`src/design/mcs_cfg.svh`:
```
`ifndef MCS_CFG_SVH
`define MCS_CFG_SVH

// ==========================================================
// register byte offsets on the bus
`define MCS_ADR_MODE      4'h0
`define MCS_ADR_SYS       4'h4

// ==========================================================
// operating_mode_status layout
`define MCS_MODE_LSB      8
`define MCS_MODE_FIX      4'h5
`define MCS_MODE_NONE     4'h0

// ==========================================================
// system_settings layout
`define MCS_SYS_SAT       13
`define MCS_SYS_FETCH     11
`define MCS_SYS_EXT       9
`define MCS_SYS_RAM       8
`define MCS_SYS_DTC       1
`define MCS_SYS_ONES      16'hD001

// ==========================================================
// reset values
`define MCS_SAT_RST       1'b0
`define MCS_FETCH_RST     1'b0
`define MCS_EXT_RST       1'b0
`define MCS_RAM_RST       1'b1
`define MCS_DTC_RST       1'b1

`endif

```
`src/design/mcs_pkg.sv`:
```
package mcs_pkg;

    typedef logic [2:0] mcs_pins_type;
    typedef logic [3:0] mcs_code_type;

    typedef enum logic {
        MCS_BUS_IDLE,
        MCS_BUS_ACK
    } mcs_bus_state_type;

    // ==========================================================
    // pin levels to mode field; reserved pin codes give zero
    function automatic mcs_code_type mode_code(input mcs_pins_type pins);
        case (pins)
            3'h1:    mode_code = 4'hD;
            3'h2:    mode_code = 4'hC;
            3'h4:    mode_code = 4'h2;
            3'h5:    mode_code = 4'h1;
            3'h6:    mode_code = 4'h5;
            3'h7:    mode_code = 4'h4;
            default: mode_code = 4'h0;
        endcase
    endfunction

    // external extended startup modes
    function automatic logic is_extended(input mcs_pins_type pins);
        is_extended = (pins == 3'h4) || (pins == 3'h5) || (pins == 3'h6);
    endfunction

endpackage

```
`src/design/mcs_reg_if.sv`:
```
`timescale 1ns/1ns
interface mcs_reg_if;
    logic        take_rd;
    logic        take_wr;
    logic        hit_mode;
    logic        hit_sys;
    logic [1:0]  wbe;
    logic [15:0] wdat;
    logic [15:0] mode_rdata;

    modport bus  (output take_rd, take_wr, hit_mode, hit_sys, wbe, wdat);
    modport regs (input take_rd, take_wr, hit_mode, hit_sys, wbe, wdat, output mode_rdata);
    modport mode (input take_rd, hit_mode, output mode_rdata);
endinterface

```
`src/design/mcs_wb_slave.sv`:
```
`timescale 1ns/1ns
`include "mcs_cfg.svh"
module mcs_wb_slave (
    input  wire logic        clk_i,
    input  wire logic        rst_i,
    input  wire logic        cyc_i,
    input  wire logic        stb_i,
    input  wire logic        we_i,
    input  wire logic [3:0]  adr_i,
    input  wire logic [3:0]  sel_i,
    input  wire logic [31:0] dat_i,
    output logic             ack_o,
    mcs_reg_if.bus           rif
);
    mcs_pkg::mcs_bus_state_type state_q;
    mcs_pkg::mcs_bus_state_type state_d;
    logic                       req;

    // ==========================================================
    // one access per request, ack one cycle later, then a gap
    assign req          = cyc_i & stb_i & (state_q == mcs_pkg::MCS_BUS_IDLE);
    assign rif.take_rd  = req & ~we_i;
    assign rif.take_wr  = req & we_i;
    assign rif.hit_mode = (adr_i == `MCS_ADR_MODE);
    assign rif.hit_sys  = (adr_i == `MCS_ADR_SYS);
    assign rif.wbe      = sel_i[1:0];
    assign rif.wdat     = dat_i[15:0];
    assign ack_o        = (state_q == mcs_pkg::MCS_BUS_ACK);

    always_comb begin
        case (state_q)
            mcs_pkg::MCS_BUS_IDLE: state_d = req ? mcs_pkg::MCS_BUS_ACK : mcs_pkg::MCS_BUS_IDLE;
            mcs_pkg::MCS_BUS_ACK:  state_d = mcs_pkg::MCS_BUS_IDLE;
            default:               state_d = mcs_pkg::MCS_BUS_IDLE;
        endcase
    end

    always_ff @(posedge clk_i) begin
        if (rst_i) begin
            state_q <= mcs_pkg::MCS_BUS_IDLE;
        end else begin
            state_q <= state_d;
        end
    end
endmodule // mcs_wb_slave

```
`src/design/mcs_mode_latch.sv`:
```
`timescale 1ns/1ns
`include "mcs_cfg.svh"
module mcs_mode_latch (
    input  wire logic        clk_i,
    input  wire logic        rst_i,
    input  wire logic [2:0]  mode_pins_i,
    output logic             latched_o,
    mcs_reg_if.mode          rif
);
    logic                  latched_q;
    mcs_pkg::mcs_code_type code_q;
    mcs_pkg::mcs_code_type live_code;
    mcs_pkg::mcs_code_type field;
    logic                  grab;

    // ==========================================================
    // live until the first read, then frozen until reset
    assign live_code = mcs_pkg::mode_code(mode_pins_i);
    assign grab      = rif.take_rd & rif.hit_mode & ~latched_q;
    assign field     = latched_q ? code_q : live_code;
    assign latched_o = latched_q;
    // low nibble mirrors the pin-derived field
    assign rif.mode_rdata = {`MCS_MODE_FIX, field, `MCS_MODE_FIX, field};

    always_ff @(posedge clk_i) begin
        if (rst_i) begin
            latched_q <= 1'b0;
            code_q    <= `MCS_MODE_NONE;
        end else if (grab) begin
            latched_q <= 1'b1;
            code_q    <= live_code;
        end
    end
endmodule // mcs_mode_latch

```
`src/design/mcs_top.sv`:
```
// How it works
// - a read of operating_mode_status freezes the current mode pin levels into its mode field.
// - reset drops that frozen value so the next read samples the pins again.
// - the mode field sits in bits 11:8 and encodes pins 001,010,100,101,110,111 as 1101,1100,0010,0001,0101,0100.
// - operating_mode_status is read-only, bits 15:12 and 7:4 always read 0101.
// - bits 3:0 of operating_mode_status follow the pin-derived mode value.
// - system_settings bits 15 and 14 read 1 and software writes 1 there.
// - system_settings bit 12 reads 1 and software writes 1 there.
// - bit 13 resets to 0 and turns on saturating multiply_accumulate when 1.
// - bit 11 resets to 0; 0 picks 32-bit prefetch units and 1 picks 16-bit units.
// - the reset value of the external bus enable depends on the startup pins.
// - bits 9, 8 and 1 are read-write, bit 8 and bit 1 resetting to 1.
// - in external extended modes bit 9 is stuck at 1, in single-chip mode it resets to 0 and is writable.
// - bit 8 at 0 disables the on-chip RAM and at 1 enables it, and reset restores it.
// - bit 1 at 0 gives full-address transfer_controller mode, at 1 short-address mode.
// - bits 10 and 7:2 read 0 and bit 0 reads 1, and software writes those values back.
`timescale 1ns/1ns
`include "mcs_cfg.svh"
module mcs_top (
    input  wire logic        clk_i,
    input  wire logic        rst_i,
    input  wire logic        cyc_i,
    input  wire logic        stb_i,
    input  wire logic        we_i,
    input  wire logic [3:0]  adr_i,
    input  wire logic [3:0]  sel_i,
    input  wire logic [31:0] dat_i,
    output logic [31:0]      dat_o,
    output logic             ack_o,
    input  wire logic [2:0]  mode_pins_i,
    output logic             saturation_select_o,
    output logic             prefetch_width_select_o,
    output logic             external_bus_enable_o,
    output logic             onchip_ram_enable_o,
    output logic             transfer_ctrl_address_mode_o
);
    mcs_reg_if rif ();

    mcs_pkg::mcs_pins_type boot_pins_q;
    logic                  sat_q;
    logic                  sat_d;
    logic                  fetch_q;
    logic                  fetch_d;
    logic                  ext_q;
    logic                  ext_d;
    logic                  ram_q;
    logic                  ram_d;
    logic                  dtc_q;
    logic                  dtc_d;
    logic [31:0]           dat_q;
    logic [31:0]           dat_d;
    logic                  ext_fixed;
    logic                  ext_bit;
    logic                  wr_hi;
    logic                  wr_lo;
    logic [15:0]           sys_value;
    logic                  mode_latched;

    // ==========================================================
    // bus slave and mode-status latch
    mcs_wb_slave u_slave (
        .clk_i (clk_i),
        .rst_i (rst_i),
        .cyc_i (cyc_i),
        .stb_i (stb_i),
        .we_i  (we_i),
        .adr_i (adr_i),
        .sel_i (sel_i),
        .dat_i (dat_i),
        .ack_o (ack_o),
        .rif   (rif.bus)
    );

    mcs_mode_latch u_mode (
        .clk_i       (clk_i),
        .rst_i       (rst_i),
        .mode_pins_i (mode_pins_i),
        .latched_o   (mode_latched),
        .rif         (rif.mode)
    );

    // ==========================================================
    // system_settings decode
    // writes to operating_mode_status have no path here, so they vanish
    assign wr_hi     = rif.take_wr & rif.hit_sys & rif.wbe[1];
    assign wr_lo     = rif.take_wr & rif.hit_sys & rif.wbe[0];
    // startup pins are caught while reset is held, so bit 9 never sees a mid-run pin change
    assign ext_fixed = mcs_pkg::is_extended(boot_pins_q);
    assign ext_bit   = ext_fixed | ext_q;

    assign sat_d   = wr_hi ? rif.wdat[`MCS_SYS_SAT]   : sat_q;
    assign fetch_d = wr_hi ? rif.wdat[`MCS_SYS_FETCH] : fetch_q;
    assign ext_d   = wr_hi ? rif.wdat[`MCS_SYS_EXT]   : ext_q;
    assign ram_d   = wr_hi ? rif.wdat[`MCS_SYS_RAM]   : ram_q;
    assign dtc_d   = wr_lo ? rif.wdat[`MCS_SYS_DTC]   : dtc_q;

    // fixed ones and zeros are not stored, so a careless write cannot upset them
    always_comb begin
        sys_value                 = `MCS_SYS_ONES;
        sys_value[`MCS_SYS_SAT]   = sat_q;
        sys_value[`MCS_SYS_FETCH] = fetch_q;
        sys_value[`MCS_SYS_EXT]   = ext_bit;
        sys_value[`MCS_SYS_RAM]   = ram_q;
        sys_value[`MCS_SYS_DTC]   = dtc_q;
    end

    // unmapped offsets read as zero and still get an ack
    assign dat_d = ~rif.take_rd ? dat_q :
                   rif.hit_mode ? {16'h0000, rif.mode_rdata} :
                   rif.hit_sys  ? {16'h0000, sys_value} : 32'h00000000;

    // ==========================================================
    // registers
    always_ff @(posedge clk_i) begin
        if (rst_i) begin
            boot_pins_q <= mode_pins_i;
        end
    end

    always_ff @(posedge clk_i) begin
        if (rst_i) begin
            sat_q   <= `MCS_SAT_RST;
            fetch_q <= `MCS_FETCH_RST;
            ext_q   <= `MCS_EXT_RST;
            ram_q   <= `MCS_RAM_RST;
            dtc_q   <= `MCS_DTC_RST;
            dat_q   <= 32'h00000000;
        end else begin
            sat_q   <= sat_d;
            fetch_q <= fetch_d;
            ext_q   <= ext_d;
            ram_q   <= ram_d;
            dtc_q   <= dtc_d;
            dat_q   <= dat_d;
        end
    end

    // ==========================================================
    // outputs
    assign dat_o                        = dat_q;
    assign saturation_select_o          = sat_q;
    assign prefetch_width_select_o      = fetch_q;
    assign external_bus_enable_o        = ext_bit;
    assign onchip_ram_enable_o          = ram_q;
    assign transfer_ctrl_address_mode_o = dtc_q;

    logic       seen_q;
    logic [3:0] field_now;
    assign field_now = rif.mode_rdata[11:8];

    always_ff @(posedge clk_i) begin
        if (rst_i) begin
            seen_q <= 1'b0;
        end else if (rif.take_rd && rif.hit_mode) begin
            seen_q <= 1'b1;
        end
    end
endmodule // mcs_top

```
`config.mk`:
```
export PLATFORM = sky130hd
export DESIGN_NAME = mcs_top
export DESIGN_NICKNAME = d
export VERILOG_FILES = /design/src/design/mcs_pkg.sv /design/src/design/mcs_reg_if.sv /design/src/design/mcs_wb_slave.sv /design/src/design/mcs_mode_latch.sv /design/src/design/mcs_top.sv
export VERILOG_INCLUDE_DIRS = /design/src /design/src/design
export SDC_FILE = /design/constraint.sdc
export NUM_CORES = 1
export LEC_CHECK = 0
export BUFFER_PORTS_ARGS = -buffer_cell sky130_fd_sc_hd__buf_2
export CORE_MARGIN = 8
export CORE_UTILIZATION = 30
export DETAILED_ROUTE_END_ITERATION = 10
export MAX_ROUTING_LAYER = met4
export PLACE_DENSITY = 0.61
export SYNTH_ARGS = -nofsm -noshare
export SYNTH_HDL_FRONTEND = slang
export SYNTH_HIERARCHICAL = 1
export SYNTH_SLANG_ARGS = --single-unit
```
`constraint.sdc`:
```
create_clock -name clk_i -period 1.5 [get_ports clk_i]
set_clock_uncertainty 0.05 [all_clocks]
set_input_delay 0.225 -clock clk_i [delete_from_list [all_inputs] [get_ports clk_i]]
set_output_delay 0.225 -clock clk_i [all_outputs]
set_load 0.01 [all_outputs]
```
==> reports/metrics.cfg <==
[cts]
clk-insertion-delay-late_ps=280
clock_tree_from_tritoncts=yes
clock_tree.htree_level_count=2
cts.sinks=30
cts_root_cell=sky130_fd_sc_hd__clkbuf_8
cts.clk_slew.worst_paths_ps=60
ctsHoldBuffers=0
cts_max_path_buffers=2
tritoncts.num_buffers=5

[min_path]
hold_path.class=input pin to flop

[finish]
fin_util_pct=35.36
largest_register_ffs=16
mostFrequentLayoutCells=40 x sky130_fd_sc_hd__buf_2, 27 x sky130_fd_sc_hd__dfxtp_1, 24 x sky130_fd_sc_hd__conb_1
drive_gt1_share_pct=33.03
area_delta_synth_final_pct=16.68
antenna_cells_inserted=0
finalNetCount=266
layout.cells.most_common=sky130_fd_sc_hd__buf_2
filler_cell_count=579

[place]
place_ws_ps=-39.61
globalplace.congestion=0.7934
post-dp-hpwl_um=2662
place.port_buffers=40

[worst_setup_path]
critPathCaptureType=flop
launching_element_of_the_worst_setup_path=u_slave/ack_o
capture_point_of_the_worst_reg_to_reg_path=u_mode/code_q[3]
critical_path_arrival_ps=1540
ff2ff_setup_slack_ps=120
critical-path-top-delay-family=simple AND/OR/NAND/NOR gates
critical_path.max_stage_delay_ps=380
cp_slowest_cell=sky130_fd_sc_hd__and4bb_4
timing.critical_path.required_ps=1670
worstSetupPathType=flop to flop
critical_path.max_fanout=6
kind_of_launch_point_of_the_worst_setup_path=flop
rr_startpoint=u_slave/ack_o
critical_path.endpoint=u_mode/code_q[3]
timing.critical_path.buf_inv=0
worstPathCellList=and4bb_4 > nand3b_1 > or3_1 > a21oi_1
path_depth=4
worst-r2r-cell-count=4

[drt]
initialDrtViolationCount=71
drt.antenna.violating_nets=0
routed_wire_length_um=3729
drt-wirelength-per-cell_um=12.86
vias_per_cell=4.248
drc_markers=0
detail_route.first_pass.iterations=4
detailroute.via_count=1232

[timing]
setup-violations-final=0
timing.final.max_slew_violations=0
timing.final.crit_period_ps=1378
final.period_utilization_pct=91.90
setup_ws_ps=121.6
grt_setup_unrepaired=no
timing_hold_violations_final=0
fin_worst_hold_slack_ps=122.3
max_freq_mhz=725.5

[power_and_ir_drop]
combinationalPowerShare_pct=11.4
power.density_cell_area_mw_per_mm2=883.4
sw_frac_of_total_pct=24.33
total_leakage_power_nw=0.8459
power.share.sequential_pct=50.0
power_switching_mw=0.4082
internal_power_component_mw=1.270
vdd_drop_max_v=0.0004092
clockPowerShare_pct=38.6

[global_route]
first_pass_grt_wire_length_um=5547
overflow=0
grt_antenna_before_repair=0
groute.usage.overall_pct=9.405
grt_start_max_net_pins=19
grt_pass1_vias=1210

[floorplan]
die_area_mm2=0.008039
dieWidth_um=89.66
floorplan.rows=27
core_area_mm2=0.005371
boundaryPins=86
die_height_um=89.66
start_util_pct=30.31

[synth]
synth.yosys.warnings=6
syn_avg_cell_area_um2=9.145
synthesis.area_mm2=0.001628
netlist_instances=178

[outcome]
run_status=finished clean

[run]
maxCapViolCount=0

## layer usage
metal | share of wire (%) | GRT usage, % | vias to the layer above
met1 | 47 | 11.46 | 553
met2 | 45 | 14.04 | 38
met3 | 7.1 | 3.367 | 6
li1 | - | - | 635
met4 | 1.0 | 3.172 | 0
met5 | 0 | - | -
## worst min-delay path, stage by stage
cell                       delay, ps
sky130_fd_sc_hd__buf_2            80
sky130_fd_sc_hd__mux2i_1          50
sky130_fd_sc_hd__nand2b_1         60
## through the flow
step	TNS [ps]	std cells	total power, mW	instance area (um^2)
2_1_floorplan	0	199	1.028	1707
3_3_place_gp	0	281	1.036	1784
3_5_place_dp	-190.0	281	1.039	1784
4_1_cts	0	288	1.697	1874
5_1_grt	0	290	1.764	1899
6_report	0	290	1.678	1899
## power groups by stage
| stage | Combinational, mW | Clock [mW] | Sequential [mW] |
|---|---|---|---|
| 6_report | 0.191 | 0.648 | 0.839 |
| 5_1_grt | 0.213 | 0.711 | 0.840 |
| 4_1_cts | 0.185 | 0.674 | 0.838 |
| 3_5_place_dp | 0.184 | 0 | 0.856 |
| 3_3_place_gp | 0.182 | 0 | 0.855 |
| 2_1_floorplan | 0.166 | 0 | 0.861 |
## how the worst min path moves through the flow
| stage | from | endpoint | slack, ps | depth (start not counted) |
|---|---|---|---|---|
| after floorplan | rst_i | u_mode/code_q[1] | 240 | 1 |
| after global placement | u_mode/code_q[3] | u_mode/code_q[3] | 390 | 2 |
| after detailed placement | u_mode/code_q[3] | u_mode/code_q[3] | 400 | 2 |
| after CTS | dat_i[1] | transfer_ctrl_address_mode_o | 120 | 3 |
| after global routing | dat_i[1] | transfer_ctrl_address_mode_o | 130 | 3 |
| final | dat_i[1] | transfer_ctrl_address_mode_o | 120 | 3 |
## layout make-up
type | instances | area, um^2 | area share [%]
well taps | 72 | 90.09 | 4.743
repair buffers | 53 | 301.5 | 15.88
flip-flops and latches | 30 | 630.6 | 33.20
multi-input cells | 124 | 775.7 | 40.84
clock buffers | 7 | 86.33 | 4.545
inverters | 4 | 15.01 | 0.7905
## what timing repair did
item | CTS | global route
setup buffers | 0 | 1
setup endpoints to repair | 8 | 10
gates cloned | 0 | 1
gates resized for setup | 1 | 2
pin swaps | 0 | 1
Note: power is estimated with default switching activity, not from simulation.
